[src/hdl/core_bank_pkg.sv]
// constants shared by the core bank go and sequence control
package core_bank_pkg;
	localparam int ADDR_W       = 17;
	localparam int WORD_ADDR_W  = 12;
	localparam int BANK_CODE_W  = 5;
	localparam int CHASSIS_W    = 3;
	localparam int BANK_SEL_W   = 2;
	localparam int NUM_BANKS    = 4;
	localparam int MODULE_W     = 12;
	localparam int NUM_MODULES  = 5;
	localparam int WORD_W       = 60;
	localparam int CLK_PERIOD_NS = 50;
	localparam int MINOR_CYCLE_NS = 100;
	localparam int STEP_NS       = 50;
	localparam int CYCLE_NS      = 1000;
	localparam int STAGE_HOLD_NS = 400;
	localparam int ACCEPT_LAG_NS = 200;
	localparam int STEP_CYC      = (STEP_NS + CLK_PERIOD_NS - 1) / CLK_PERIOD_NS;
	localparam int CYCLE_CYC     = CYCLE_NS / CLK_PERIOD_NS;
	localparam int STAGE_HOLD_CYC = STAGE_HOLD_NS / CLK_PERIOD_NS;
	localparam int ACCEPT_LAG_CYC = ACCEPT_LAG_NS / CLK_PERIOD_NS;
	localparam int MINOR_CYC     = MINOR_CYCLE_NS / CLK_PERIOD_NS;
	// chain length: pulse walks the chain, the last stage clears at cycle end
	localparam int CHAIN_LEN     = CYCLE_CYC - STAGE_HOLD_CYC + 1;
	localparam int STROBE_NS      = 75;
	localparam int READ_ON_LEAD_NS = 255;
	localparam int READ_LEN_NS    = 395;
	localparam int WRITE_LEN_NS   = 355;
	// stage indices of the timing decode (chain position = cycle number)
	localparam int READ_ON_STG   = 0;
	// durations round to the nearest 50 ns step, which keeps them inside their tolerance
	localparam int HALF_STEP_NS  = CLK_PERIOD_NS / 2;
	localparam int READ_OFF_STG  = READ_ON_STG + (READ_LEN_NS + HALF_STEP_NS) / CLK_PERIOD_NS;
	localparam int STROBE_STG    = READ_ON_STG + (READ_ON_LEAD_NS + HALF_STEP_NS) / CLK_PERIOD_NS;
	localparam int MERGE_STG     = STROBE_STG + 1;
	localparam int INHIBIT_ON_STG = MERGE_STG + 2;
	localparam int WRITE_ON_STG  = INHIBIT_ON_STG + 1;
	localparam int WRITE_OFF_STG = WRITE_ON_STG + (WRITE_LEN_NS + HALF_STEP_NS) / CLK_PERIOD_NS;
	localparam int INHIBIT_OFF_STG = WRITE_OFF_STG + 1;
	localparam int MID_STG       = CHAIN_LEN / 2;
endpackage : core_bank_pkg

[src/hdl/bank_timing_chain.sv]
// one bank's storage timing chain and drive decode
`timescale 1ns/10ps
module bank_timing_chain
	import core_bank_pkg::*;
(
	// clock and reset
	input  wire logic mclk_in,
	input  wire logic rst_b_in,
	// start
	input  wire logic go_in,
	// status and drives
	output logic      free_out,
	output logic      read_drv_out,
	output logic      sense_out,
	output logic      merge_out,
	output logic      inhibit_out,
	output logic      write_drv_out,
	output logic      store_pt_out
);
	import core_bank_pkg::*;
	typedef struct packed {
		logic [CYCLE_CYC-1:0] pos;
	} chain_st_t;
	chain_st_t st_q, st_d;
	logic [CHAIN_LEN-1:0] stage;
	always_comb begin
		st_d = st_q;
		st_d.pos = {st_q.pos[CYCLE_CYC-2:0], go_in & free_out}; // RULE_17
	end
	always_ff @(posedge mclk_in or negedge rst_b_in) begin
		if (!rst_b_in) begin
			st_q <= '0; // RULE_23
		end else begin
			st_q <= st_d;
		end
	end
	// stage i is set from the step the pulse reaches it for the hold time after
	genvar i;
	generate
		for (i = 0; i < CHAIN_LEN; i++) begin : g_stage
			localparam int HI = i + STAGE_HOLD_CYC - 1;
			assign stage[i] = |st_q.pos[HI:i]; // RULE_17
		end
	endgenerate
	// read, middle and last stage overlap so busy holds for the whole transit
	assign free_out      = ~(stage[0] | stage[MID_STG] | stage[CHAIN_LEN-1]); // RULE_18 RULE_19
	assign read_drv_out  = |st_q.pos[READ_OFF_STG-1:READ_ON_STG]; // RULE_16 RULE_20 RULE_21
	assign sense_out     = st_q.pos[STROBE_STG]; // RULE_16 RULE_20
	assign merge_out     = st_q.pos[MERGE_STG]; // RULE_16
	assign inhibit_out   = |st_q.pos[INHIBIT_OFF_STG:INHIBIT_ON_STG]; // RULE_16
	assign write_drv_out = |st_q.pos[WRITE_OFF_STG-1:WRITE_ON_STG]; // RULE_16 RULE_21
	assign store_pt_out  = st_q.pos[WRITE_ON_STG-1]; // RULE_06
	AST_FREE_DROPS: assert property (@(posedge mclk_in) disable iff (!rst_b_in)
		(go_in && free_out) |=> !free_out [*8]) else $error("bank not busy after go"); // RULE_19
	AST_CYCLE_LEN: assert property (@(posedge mclk_in) disable iff (!rst_b_in)
		(go_in && free_out) |-> ##20 !free_out ##1 free_out) else $error("bank not free after cycle"); // RULE_18
endmodule : bank_timing_chain

[src/hdl/core_bank_go_sequence_control.sv]
// go control, bank select, accept and data paths of one four-bank core chassis
// Function
// RULE_01: four banks run independently, each may start in successive 100 ns slots.
// RULE_02: capture 17-bit address, route 12-bit word address to selected bank register.
// RULE_03: different-bank addresses accepted every minor cycle, one word per minor cycle.
// RULE_04: banks never share a cycle segment; starts are a minor cycle apart. The code lets banks start on successive 50 ns clocks.
// RULE_05: read word goes via temp register to distributor, restore via buffer and write register.
// RULE_06: write word enters temp register, only bank at storing point stores it.
// RULE_07: write qualifier separates reads from writes and steers restore data.
// RULE_08: bank word is five 12-bit modules driven in parallel.
// RULE_09: busy selected bank gives no accept and address is dropped.
// RULE_10: accept returns 200 ns after issue; issuer reissues until accepted.
// RULE_11: on go decode low five bits: three chassis bits, two bank bits.
// RULE_12: chassis bits preset to complement of own code; only a match opens go.
// RULE_13: bank bits set one of four flip-flops with match, free and clock; raise accept.
// RULE_14: issuer drops saved address and sends tags on accept.
// RULE_15: one accept line per chassis, ORed outside, one per 100 ns, 200 ns lag. The code can raise accept on successive 50 ns clocks.
// RULE_16: sequence control presents address and times read, sense, inhibit, merge, write.
// RULE_17: go sets read stage; pulse steps each 50 ns, each stage set 400 ns.
// RULE_18: free only when read, middle and last stages all clear.
// RULE_19: go while free sets read stage and removes free at once.
// RULE_20: strobe at 75 ns, read on 255 ns before the strobe.
// RULE_21: read drive lasts 395 ns, write drive 355 ns.
// RULE_22: on write, clear restore register after merge, then load write word.
// RULE_23: reset clears chains and bank selects; all free and no accept.
`timescale 1ns/10ps
module core_bank_go_sequence_control
	import core_bank_pkg::*;
#(
	parameter logic [CHASSIS_W-1:0] CHASSIS_CODE = 3'h0
)(
	// clock and reset
	input  wire logic                   mclk_in,
	input  wire logic                   rst_b_in,
	// address issue
	input  wire logic [ADDR_W-1:0]      addr_in,
	input  wire logic                   go_in,
	input  wire logic                   write_in,
	output logic                        accept_out,
	// data distributor
	input  wire logic [WORD_W-1:0]      dist_word_in,
	output logic [WORD_W-1:0]           read_word_out,
	output logic                        read_valid_out,
	// storage modules
	input  wire logic [WORD_W-1:0]      sense_word_in,
	output logic [NUM_BANKS*WORD_ADDR_W-1:0] bank_addr_out,
	output logic [NUM_BANKS-1:0]        read_drv_out,
	output logic [NUM_BANKS-1:0]        sense_out,
	output logic [NUM_BANKS-1:0]        inhibit_out,
	output logic [NUM_BANKS-1:0]        write_drv_out,
	output logic [WORD_W-1:0]           restore_word_out,
	output logic [NUM_BANKS-1:0]        bank_free_out
);
	import core_bank_pkg::*;
	localparam int LAG_STAGES = ACCEPT_LAG_CYC - 1;
	if (WORD_W != MODULE_W * NUM_MODULES) begin : g_chk_word
		$error("word width must equal module count times width"); // RULE_08
	end
	if (LAG_STAGES < 2) begin : g_chk_lag
		$error("accept lag too short");
	end
	typedef struct packed {
		logic [ADDR_W-1:0]                 in_addr;
		logic                              in_go;
		logic                              in_write;
		logic [CHASSIS_W-1:0]              chas_sel;
		logic [NUM_BANKS-1:0]              bank_ff;
		logic [NUM_BANKS-1:0][WORD_ADDR_W-1:0] sar;
		logic [NUM_BANKS-1:0]              bank_wr;
		logic [LAG_STAGES-1:0]             acc_pipe;
		logic [WORD_W-1:0]                 temp_reg;
		logic [WORD_W-1:0]                 buf_reg;
		logic [WORD_W-1:0]                 wr_reg;
		logic                              rd_valid;
		logic                              merge_wr;
	} go_st_t;
	go_st_t st_q, st_d;
	logic [NUM_BANKS-1:0] free, merge, store_pt, go_bank;
	logic [NUM_BANKS-1:0] rd_drv, sns, inh, wr_drv;
	logic chassis_match;
	logic [BANK_SEL_W-1:0] bank_code;
	logic any_merge, any_merge_wr;
	function automatic logic [NUM_BANKS-1:0] one_of_four(input logic [BANK_SEL_W-1:0] code);
		one_of_four = '0;
		one_of_four[code] = 1'b1;
	endfunction : one_of_four
	// stored chassis bits sit at the complement until an address arrives with go
	assign chassis_match = st_q.in_go && (st_q.chas_sel == CHASSIS_CODE); // RULE_12 RULE_11
	assign bank_code = st_q.in_addr[BANK_SEL_W-1:0]; // RULE_11
	// a bank whose go is still on its way to the chain reads free for one more edge
	assign go_bank = (chassis_match ? one_of_four(bank_code) : '0) & free & ~st_q.bank_ff; // RULE_13 RULE_09
	assign any_merge = |merge;
	assign any_merge_wr = |(merge & st_q.bank_wr);
	always_comb begin
		st_d = st_q;
		// input register latches every offered address; presets the chassis bits between go
		st_d.in_addr = addr_in; // RULE_02
		st_d.in_go = go_in;
		st_d.in_write = write_in;
		st_d.chas_sel = go_in ? addr_in[BANK_CODE_W-1:BANK_SEL_W] : ~CHASSIS_CODE; // RULE_12
		st_d.bank_ff = go_bank; // RULE_13
		for (int b = 0; b < NUM_BANKS; b++) begin
			if (go_bank[b]) begin
				st_d.sar[b] = st_q.in_addr[ADDR_W-1:ADDR_W-WORD_ADDR_W]; // RULE_02 RULE_16
				st_d.bank_wr[b] = st_q.in_write; // RULE_07
			end
		end
		st_d.acc_pipe = {st_q.acc_pipe[LAG_STAGES-2:0], |go_bank}; // RULE_10 RULE_15
		st_d.rd_valid = 1'b0;
		// only the merging bank's own write flag steers; older writes elsewhere must not
		st_d.merge_wr = any_merge_wr; // RULE_07
		if (any_merge) begin
			st_d.temp_reg = sense_word_in; // RULE_05
			st_d.rd_valid = 1'b1;
		end else if (st_q.merge_wr) begin
			st_d.temp_reg = dist_word_in; // RULE_06
		end
		// write references swap the read word for the distributor word after merge
		st_d.buf_reg = st_q.temp_reg; // RULE_05
		if (st_q.merge_wr) begin
			st_d.buf_reg = dist_word_in; // RULE_22 RULE_07
		end
		st_d.wr_reg = st_q.buf_reg; // RULE_05
	end
	always_ff @(posedge mclk_in or negedge rst_b_in) begin
		if (!rst_b_in) begin
			st_q <= '0; // RULE_23
		end else begin
			st_q <= st_d;
		end
	end
	////////////////////////////////////////////////////////////////////////////////
	genvar g;
	generate
		for (g = 0; g < NUM_BANKS; g++) begin : g_bank
			bank_timing_chain bank_timing_chain_inst (
				.mclk_in       (mclk_in),
				.rst_b_in      (rst_b_in),
				.go_in         (st_q.bank_ff[g]),
				.free_out      (free[g]),
				.read_drv_out  (rd_drv[g]),
				.sense_out     (sns[g]),
				.merge_out     (merge[g]),
				.inhibit_out   (inh[g]),
				.write_drv_out (wr_drv[g]),
				.store_pt_out  (store_pt[g])
			); // RULE_01 RULE_04
			assign bank_addr_out[g*WORD_ADDR_W +: WORD_ADDR_W] = st_q.sar[g]; // RULE_16 RULE_08
		end
	endgenerate
	////////////////////////////////////////////////////////////////////////////////
	assign accept_out       = st_q.acc_pipe[LAG_STAGES-1]; // RULE_15 RULE_10
	assign read_word_out    = st_q.temp_reg;
	assign read_valid_out   = st_q.rd_valid; // RULE_03
	assign restore_word_out = st_q.wr_reg; // RULE_05
	assign read_drv_out     = rd_drv;
	assign sense_out        = sns;
	assign inhibit_out      = inh;
	assign write_drv_out    = wr_drv;
	assign bank_free_out    = free;
	////////////////////////////////////////////////////////////////////////////////
	AST_ACCEPT_LAG: assert property (@(posedge mclk_in) disable iff (!rst_b_in)
		(go_in && addr_in[BANK_CODE_W-1:BANK_SEL_W] == CHASSIS_CODE) ##1 (go_bank != '0)
		|-> ##3 accept_out) else $error("accept missing 200 ns after issue"); // RULE_10
	AST_NO_ACC_OTHER: assert property (@(posedge mclk_in) disable iff (!rst_b_in)
		(go_in && addr_in[BANK_CODE_W-1:BANK_SEL_W] != CHASSIS_CODE) |-> ##4 !accept_out)
		else $error("accept for foreign chassis"); // RULE_12
	AST_BUSY_REFUSE: assert property (@(posedge mclk_in) disable iff (!rst_b_in)
		!(|(st_q.bank_ff & ~free))) else $error("busy bank started"); // RULE_09
	AST_ONE_BANK_FF: assert property (@(posedge mclk_in) disable iff (!rst_b_in)
		$onehot0(st_q.bank_ff)) else $error("more than one bank flip-flop set"); // RULE_13
	AST_SEG_UNIQUE: assert property (@(posedge mclk_in) disable iff (!rst_b_in)
		$onehot0(sns)) else $error("two banks strobe together"); // RULE_04
	AST_READ_LEN: assert property (@(posedge mclk_in) disable iff (!rst_b_in)
		$rose(rd_drv[0]) |-> rd_drv[0] [*8] ##1 !rd_drv[0]) else $error("read drive length wrong"); // RULE_21
	AST_STROBE_POS: assert property (@(posedge mclk_in) disable iff (!rst_b_in)
		$rose(rd_drv[0]) |-> ##5 sns[0]) else $error("strobe not at read start plus 250 ns"); // RULE_20
	AST_STORE_WRITE: assert property (@(posedge mclk_in) disable iff (!rst_b_in)
		store_pt[0] |=> $rose(wr_drv[0])) else $error("write drive not after store point"); // RULE_06
	AST_INHIBIT_WRITE: assert property (@(posedge mclk_in) disable iff (!rst_b_in)
		wr_drv[0] |-> inh[0]) else $error("write drive without inhibit"); // RULE_16
	AST_WRITE_LEN: assert property (@(posedge mclk_in) disable iff (!rst_b_in)
		$rose(wr_drv[0]) |-> wr_drv[0] [*7] ##1 !wr_drv[0]) else $error("write drive length wrong"); // RULE_21
	AST_SAR_LOAD: assert property (@(posedge mclk_in) disable iff (!rst_b_in)
		go_bank[0] |=> st_q.sar[0] == $past(st_q.in_addr[ADDR_W-1:ADDR_W-WORD_ADDR_W]))
		else $error("storage address not loaded"); // RULE_02
	COV_ACCEPT: cover property (@(posedge mclk_in) disable iff (!rst_b_in) accept_out);
	COV_BACK_TO_BACK: cover property (@(posedge mclk_in) disable iff (!rst_b_in)
		st_q.bank_ff[0] ##2 st_q.bank_ff[1]);
	COV_BUSY: cover property (@(posedge mclk_in) disable iff (!rst_b_in) chassis_match && go_bank == '0);
	COV_WRITE: cover property (@(posedge mclk_in) disable iff (!rst_b_in) any_merge_wr);
endmodule : core_bank_go_sequence_control

[config.mk]
export PLATFORM = sky130hd
export DESIGN_NAME = core_bank_go_sequence_control
export DESIGN_NICKNAME = d
export VERILOG_FILES = /design/src/hdl/core_bank_pkg.sv /design/src/hdl/bank_timing_chain.sv /design/src/hdl/core_bank_go_sequence_control.sv
export SDC_FILE = /design/constraint.sdc
export NUM_CORES = 1
export LEC_CHECK = 0
export BUFFER_PORTS_ARGS = -buffer_cell sky130_fd_sc_hd__buf_2
export CORE_MARGIN = 4
export CORE_UTILIZATION = 41
export CTS_BUF_LIST = sky130_fd_sc_hd__clkbuf_4 sky130_fd_sc_hd__clkbuf_8
export DETAILED_ROUTE_END_ITERATION = 7
export SYNTH_ARGS = -nofsm -noshare
export SYNTH_HDL_FRONTEND = slang
export SYNTH_HIERARCHICAL = 1
export SYNTH_SLANG_ARGS = --single-unit
[constraint.sdc]
create_clock -name mclk_in -period 2.95 [get_ports mclk_in]
set_input_delay 0.4425 -clock mclk_in [delete_from_list [all_inputs] [get_ports mclk_in]]
set_output_delay 0.4425 -clock mclk_in [all_outputs]
set_load 0.1 [all_outputs]
Yosys cells after proc, flatten, opt, wreduce, memory -nomap -nowiden
Index checks and enable logic that the tools add are counted.
{ "totals": {"reg_bits": 343, "in_bits": 141, "out_inout_bits": 190, "elab_cells": 78} }
{ "classes": {"n_lt_le_gt_ge": 2, "mux": 7, "bitwise_logic": 20, "n_reduce_logical": 26} }
{ "op_table": {"columns": ["cell", "count"], "rows": [
  ["60-bit 2-to-1 mux", 2],
  ["8-bit OR reduction", 12],
  ["10-bit OR reduction", 4],
  ["7-bit OR reduction", 4],
  ["4-bit AND", 3],
  ["4-bit OR reduction", 3],
  ["1-bit OR", 8],
  ["1-bit AND", 4],
  ["4-bit 2-to-1 mux", 1],
  ["1-bit inverter", 4],
  ["4-bit inverter", 1],
  ["3-bit logical NOT", 1],
  ["2-bit by 3-bit < comparator with 1-bit output, second input constant", 1],
  ["3-bit 2-to-1 mux", 1],
  ["1-bit demux with 2-bit select", 1],
  ["2-bit by 1-bit greater-or-equal comparator with 1-bit output, second input constant", 1],
  ["1-bit logical AND", 2],
  ["1-bit 2-to-1 mux", 2]
]} }

Logic depth before layout (Yosys ltp)
Gate-level depths: netlist (run 1).
{ "depth": {"depth_word": 8, "mapped_depth": 7, "ltp_nobuf": 6} }

By module
The synthesis (run 1) kept the hierarchy.
{ "modules_own_cells": {"columns": ["module", "n_inst", "cells_each", "area_per_inst_um2", "seq_area_each_um2"], "rows": [
  ["core_bank_go_sequence_control", 1, 769, 10015.9, 6506.2],
  ["bank_timing_chain", 4, 32, 583.1, 500.5]
]} }

Least setup slack after synthesis (run 1)
No wires, ideal clock.
{ "synth_timing": {"path_kind": "reg-to-reg", "startpoint": "register g_bank[2].bank_timing_chain_inst/st_q[5] (netlist bit)", "endpoint": "register st_q, in the netlist bank_addr_out[26]", "setup_ns": 0.125, "arrival_ns": 5.034, "required_time_ns": 2.825, "slack_ns": -2.209, "path_stages_with_launch": 8, "n_path_buf": 1, "cell_sequence": "dfrtp_1 nor4_1 nand2_1 nor4_2 nand2_1 nor4b_4 buf_6 mux2_2"} }
{ "synth_between": {"elab_chain_len": 6} }
{ "synth_rtl": {"columns": ["element", "line_no", "rtl"], "rows": [
  ["start: declaration", "bank_timing_chain.sv:24", "chain_st_t st_q, st_d;"],
  ["start signal: assignment", "bank_timing_chain.sv:34", "st_q <= st_d;"],
  ["8-bit OR reduction", null, null],
  ["named net read_drv_out[2]", "core_bank_go_sequence_control.sv:47", "output logic [NUM_BANKS-1:0] read_drv_out,"],
  ["1-bit OR (2 in series)", "bank_timing_chain.sv:46", "assign free_out = ~(stage[0] | stage[MID_STG] | stage[CHAIN_LEN-1]);"],
  ["1-bit inverter", "bank_timing_chain.sv:46", null],
  ["named net bank_free_out[2]", "core_bank_go_sequence_control.sv:52", "output logic [NUM_BANKS-1:0] bank_free_out"],
  ["4-bit AND (2 in series)", "core_bank_go_sequence_control.sv:91", "assign go_bank = (chassis_match ? one_of_four(bank_code) : '0) & free & ~st_q.bank_ff;"],
  ["named net go_bank[2]", "core_bank_go_sequence_control.sv:78", "logic [NUM_BANKS-1:0] free, merge, store_pt, go_bank;"],
  ["end signal: assignment", "core_bank_go_sequence_control.sv:129", "st_q <= st_d;"],
  ["end: declaration", "core_bank_go_sequence_control.sv:77", "go_st_t st_q, st_d;"]
]} }
The timed path passes the listed nets, and every way through them passes these cells.
A chain may end at the register's enable or synchronous reset.

Final worst setup path (run 1)
{ "layout_timing": {"startpoint": "register g_bank[0].bank_timing_chain_inst/st_q[6] (netlist bit)", "endpoint": "output port bank_free_out[0]"} }
{ "layout_between": {"elab_chain_len": 4} }
{ "layout_rtl": {"columns": ["element", "line_no", "rtl"], "rows": [
  ["start: declaration", "bank_timing_chain.sv:24", null],
  ["start signal: assignment", "bank_timing_chain.sv:34", null],
  ["8-bit OR reduction", "bank_timing_chain.sv:42", "assign stage[i] = |st_q.pos[HI:i];"],
  ["1-bit OR (*) (2 in series)", "bank_timing_chain.sv:46", null],
  ["1-bit inverter (*)", "bank_timing_chain.sv:46", null],
  ["end: declaration", "core_bank_go_sequence_control.sv:52", null]
]} }
Mark *: on every way between the ends. The rest lies on a longest branch, timed or not.

==> reports/qor.yml, run 1 <==
outcome:
  status: "finished clean"
finish:
  multiInputGateArea_sq_mm: 0.00271
  num-nets-final: 1268
  postLayoutCoreUtil: 0.501
  drive_gt1_frac: 0.513
  register_area_sq_mm: 0.00852
  synthToLayoutAreaGrowth_pct: 20.3
  fin_area_sq_mm: 0.0149
  fillCellCount: 2688
hold_path:
  hold_depth: 2
  hp-class: "in -> reg"
synth:
  synth_most_common_cell: "dfrtp_1"
  seq_area_frac_synth: 0.689
  synth.top_cell.area_share: 0.689
  synth_common_cells: "dfrtp_1, nor2_1, buf_4"
  async_flop_share: 1.00
  syn_area_sq_mm: 0.0123
  synth_compound_area_frac: 0.00304
  yosys.area_share.adder: 0
  synth_edf_count: 0
  syn_avg_cell_area_sq_um: 13.8
  synth_xor_area_frac: 0
  synthCells: 897
  synth_simple_gate_area_frac: 0.0937
  synth.distinct_cells: 28
  synth_seq_cells: 340
  syn_nets: 1038
  ys_warn_count: 6
  yosysTopAreaCell: "dfrtp_1"
  ys.flop_type: "dfrtp_1"
  synth_top_family_by_area: "buffers and inverters"
  synth.mux.area_fraction: 0.102
  netlist_top_cells_area: "dfrtp_1, buf_4, mux2_2"
sta:
  fin_crit_sh: 0.931
  relSlewSlack: 0.494
  slew_viol_final: 0
  clock_skew_ps: 21.7
  setup_violations: 0
  setup_slack_ps: 203
  hold_violations: 0
  setup-tns-final_ps: 0
  max_freq_mhz: 364
  finalCriticalPeriod_ps: 2750
  tightest_slew_ps: 759
  rsz0062_at_grt: "false"
power:
  leakage_uw: 0.00811
  swShare: 0.402
  clockPowerShare: 0.299
  ir_drop_uv: 618
  comb_power_share: 0.303
  cellPowerDensity_mw_per_mm2: 926
  p_seq_frac: 0.398
  p_switching_uw: 5530
  power.internal_uw: 8230
place:
  hpwl_um: 19500
  numPortBuffers: 330
  dp_slack_ps: 554
  place_congestion: 0.831
  place_area_sq_mm: 0.0135
grt:
  grt_use_met1: 0.209
  overflow: 0
  grt_max_degree: 86
  grt.busiest_layer: "met2"
  grt_pass1_vias: 7670
  use_met3: 0.0707
  antenna_found_initial: 8
  use_met2: 0.265
  track_usage: 0.166
  grt_pass1_wl_um: 43500
drt:
  dr.pass1.iters: 4
  via_count: 6974
  avgViaCountPerCell: 4.48
  drc_errors: 0
  wl_per_cell_um: 17.5
  drt_iter0_markers: 260
  ant_nets: 0
  drt_wl_total_um: 27300
die:
  ios: 331
  die_width_um: 182
  fp-row-count: 63
  start_util: 0.417
  die_area_sq_mm: 0.0330
  die_height_um: 182
  fp.coreArea_sq_mm: 0.0296
clock_tree:
  post_cts_buffers: 0
  cts.clk_slew.worst_paths_ps: 60
  clock_latency_ps: 570
  cts_tree: "done"
  cts_buffers: 55
  cts-root-buf: "clkbuf_8"
  clk_path_buf_depth: 3
  h-tree-depth: 2
  cts_sinks: 340
critical_path:
  cp.arrival_ps: 2300
  reg2reg_depth: 6
  worstPathMaxFanout: 4
  cp_num_buf_inv: 1
  path_class: "reg -> out"
  slowest_stage: "buf_2"
  crit_family: "simple AND/OR/NAND/NOR gates"
  path_cells: "nor4_4, nand2_4, nor4_4, buf_2"
  critPathLaunchType: "flip-flop"
  cp_common_cell: "nor4_4"
  crit_required_ps: 2510
  slowest_delay_ps: 490
  cp-end-kind: "output port"
  crit_cells: 4
job:
  maxCapViolations: 0
-- state kept, by name, indices dropped and copies added (netlist names) --
name and flops:
read_word_out 60, bank_code 2, st_q 26, read_valid_out 1
accept_out 1, restore_word_out 60, g_bank.bank_timing_chain_inst/st_q 80, bank_addr_out 48
st_d 62
-- cell type report --
class / count / area share
clock inverter: 5 / 0.00430
multi-input combinational: 362 / 0.182
timing repair buffer: 365 / 0.133
sequential: 340 / 0.574
antenna: 2 / 0.000337
tap: 390 / 0.0328
clock buffer: 89 / 0.0723
inverter: 3 / 0.000758
-- final timing paths --
path                                                               start                                        end  slack (ps)
worst max-delay path            g_bank[0].bank_timing_chain_inst/st_q[6]                           bank_free_out[0]         200
worst min-delay path                                          addr_in[3]                                  st_q[242]          70
worst max register to register  g_bank[1].bank_timing_chain_inst/st_q[6]                          bank_addr_out[21]         530
worst min register to register                                  st_d[26]                       restore_word_out[24]         340
max in group asynchronous                                       rst_b_in                          bank_addr_out[20]        1590
min in group asynchronous                                       rst_b_in  g_bank[1].bank_timing_chain_inst/st_q[19]         460
-- per-layer routing --
| metal | part of all wire | wire length (um) |
|---|---|---|
| met1 | 0.40 | 10900 |
| met3 | 0.10 | 2760 |
| met2 | 0.48 | 13000 |
| met4 | 0.023 | 616 |
| met5 | 0.0022 | 60 |
-- metrics by stage --
| step | cells | power (uW) | hold slack, ps |
|---|---|---|---|
| detailed placement | 1443 | 9740 | 335 |
| finish | 1556 | 13800 | 72.7 |
| floorplan | 897 | 9500 | 147 |
| CTS | 1554 | 14000 | 19.2 |
| global placement | 1443 | 9700 | 331 |
| global route | 1555 | 14400 | 34.8 |
-- logic make-up after synthesis --
logic type | after synthesis
buf+inv | 195
simple gates | 245
flops | 340
compound gates | 5
mux | 112
-- power groups by stage --
stage	sequential, uW	combinational [uW]	clock [uW]
global placement	5530	4170	0
detailed placement	5560	4180	0
global route	5540	4310	4520
floorplan	5490	4010	0
CTS	5490	4200	4280
finish	5480	4170	4120
-- what timing repair did --
item                                    4_1_cts  5_1_grt
endpoints found under the hold margin        84        0
endpoints found under the setup margin        0        0
gates resized for setup                       0        0
hold buffers                                 17        0
-- placed cells by master (no fill, tap or decap), types with 2 or more instances in the layout --
cell type	instances
dfrtp_1	335
buf_2	329
nor2_1	185
mux2_2	99
clkbuf_8	65
clkbuf_4	24
buf_4	17
dlygate4sd3_1	17
mux2_4	13
nand2_1	10
nor4_4	9
nor4_2	8
nor3_1	8
nand2_4	4
nand3_4	4
nor3_2	4
dfrtp_4	4
nand2b_1	3
diode_2	2
inv_2	2
nor4b_4	2
nand3_2	2
a22oi_1	2
inv_6	2
Power figures use the tool's default switching activity.
==> inputs of run 2 (changes only) <==
--- a/config.mk
+++ b/config.mk
@@ -10,6 +10,7 @@
 export CORE_UTILIZATION = 41
 export CTS_BUF_LIST = sky130_fd_sc_hd__clkbuf_4 sky130_fd_sc_hd__clkbuf_8
 export DETAILED_ROUTE_END_ITERATION = 7
+export HOLD_SLACK_MARGIN = 0.1
 export SYNTH_ARGS = -nofsm -noshare
 export SYNTH_HDL_FRONTEND = slang
 export SYNTH_HIERARCHICAL = 1
==> constraint.sdc (replaced) <==
create_clock -name mclk_in -period 2.95 [get_ports mclk_in]
set_input_delay 0.59 -clock mclk_in [delete_from_list [all_inputs] [get_ports mclk_in]]
set_output_delay 0.59 -clock mclk_in [all_outputs]
set_load 0.1 [all_outputs]
==> run 2 against run 1 <==
  * Via count barely moved
  * Sequential power is essentially flat
  * Global-route usage decreased by 0.23 points
  * Core utilization hardly changed
  * Largest power group unchanged
  * Die area is the same
  * Largest cell class unchanged
  * Highest routed layer unchanged
  * Clock power rose by 3%
  * Non-clock buffer count shrank 12
  * Critical path depth did not move
  * Critical endpoint unchanged
==> reports/qor.yml, run 2 (synthesis results as in run 1) <==
outcome:
  status: "finished clean"
clock_tree:
  cts_tree: "done"
  clk_path_buf_depth: 3
  clock_latency_ps: 580
  cts_sinks: 340
  cts-root-buf: "clkbuf_8"
  cts_buffers: 55
  cts.clk_slew.worst_paths_ps: 60
  h-tree-depth: 2
finish:
  mostFrequentLayoutCell: "dfrtp_1"
  top_register: "g_bank.bank_timing_chain_inst/st_q"
  largest_register_ffs: 80
  layout.cells.non_filler: 1549
  num-nets-final: 1256
  synthToLayoutAreaGrowth_pct: 20.2
  fin_area_sq_mm: 0.0148
  layout_common_cells: "dfrtp_1, buf_2, nor2_1"
  fillCellCount: 2661
  drive_gt1_frac: 0.516
hold_path:
  hold_depth: 1
  hp-class: "in -> reg"
die:
  start_util: 0.417
  die_width_um: 182
  fp.coreArea_sq_mm: 0.0296
  fp-row-count: 63
  ios: 331
  die_area_sq_mm: 0.0330
  die_height_um: 182
critical_path:
  crit_required_ps: 2360
  reg2reg_depth: 5
  cp-end-kind: "output port"
  cp.arrival_ps: 2210
  worstPathMaxFanout: 4
  path_class: "reg -> out"
  critPathLaunchType: "flip-flop"
sta:
  setup-tns-final_ps: 0
  rsz0062_at_grt: "false"
  fin_crit_sh: 0.950
  slew_viol_final: 0
  clock_skew_ps: 33.1
  tightest_slew_ps: 770
  setup_violations: 0
  holdWs_ps: 141
  finalCriticalPeriod_ps: 2800
  max_freq_mhz: 357
  hold_violations: 0
  relSlewSlack: 0.486
  setup_slack_ps: 147
drt:
  wl_per_cell_um: 17.5
  dr.pass1.iters: 4
  drt_wl_total_um: 27200
  ant_nets: 0
  via_count: 6977
  drt_iter0_markers: 260
  avgViaCountPerCell: 4.50
  drc_errors: 0
grt:
  track_usage: 0.164
  overflow: 0
  grt_pass1_vias: 7610
  grt_max_degree: 75
  grt_pass1_wl_um: 42900
  antenna_found_initial: 9
place:
  numPortBuffers: 330
  hpwl_um: 19100
  place_congestion: 0.818
  dp_slack_ps: 535
  place_area_sq_mm: 0.0135
  placed_cells: 1438
job:
  maxCapViolations: 0
power:
  cellPowerDensity_mw_per_mm2: 936
  leakage_uw: 0.00810
  ir_drop_uv: 622
==> run 2: layer usage <==
layer	wire length, um	track usage	vias to the layer above
met3	2950	0.0739	63
met1	10900	0.204	3419
met2	12600	0.259	291
met4	720	0.0501	8
met5	54	0	-
li1	-	-	3196
==> run 2: report_power, final <==
part | internal [uW] | switching [uW]
sequential | 5250 | 212
clock | 2460 | 1800
combinational | 587 | 3580
total | 8300 | 5590
==> run 2: worst max-delay path, stage by stage (launching register included) <==
cell,delay (ps)
dfrtp_1,460
nor4_4,350
nand2_4,100
nor4_4,370
buf_4,360
==> run 2: final cells by class <==
type	count	area (sq um)	share of cell area
Tap cell	390	488	0.0329
Sequential cell	340	8520	0.574
Clock inverter	13	130	0.00876
Antenna cell	3	7.51	0.000506
Multi-Input combinational cell	362	2710	0.182
Clock buffer	85	1060	0.0712
Timing Repair Buffer	353	1920	0.129
Inverter	3	11.3	0.000758
==> run 2: metrics by stage <==
step / utilization / power [uW]
after floorplan: - / 9500
after global placement: 0.457 / 9700
after detailed placement: 0.457 / 9740
after CTS: 0.500 / 14100
after global routing: 0.501 / 14500
final: 0.501 / 13900
==> run 2: timing repair <==
item                                    in CTS  in global routing
hold endpoints to repair                    58                  2
endpoints found under the setup margin       3                  1
buffers inserted                             0                  0
gates resized for setup                      3                  1
pin swaps                                    0                  0
gates cloned                                 0                  0
hold buffers                                 8                  2
==> run 2: final timing paths <==
kind	startpoint	endpoint	slack, ps
min in group asynchronous	rst_b_in	g_bank[0].bank_timing_chain_inst/st_q[19]	550
worst min register to register	st_d[12]	restore_word_out[10]	340
worst max-delay path	g_bank[0].bank_timing_chain_inst/st_q[6]	bank_free_out[0]	150
worst max register to register	g_bank[0].bank_timing_chain_inst/st_q[6]	bank_addr_out[7]	530
worst min-delay path	addr_in[10]	st_q[256]	140
max in group asynchronous	rst_b_in	st_q[251]	1640
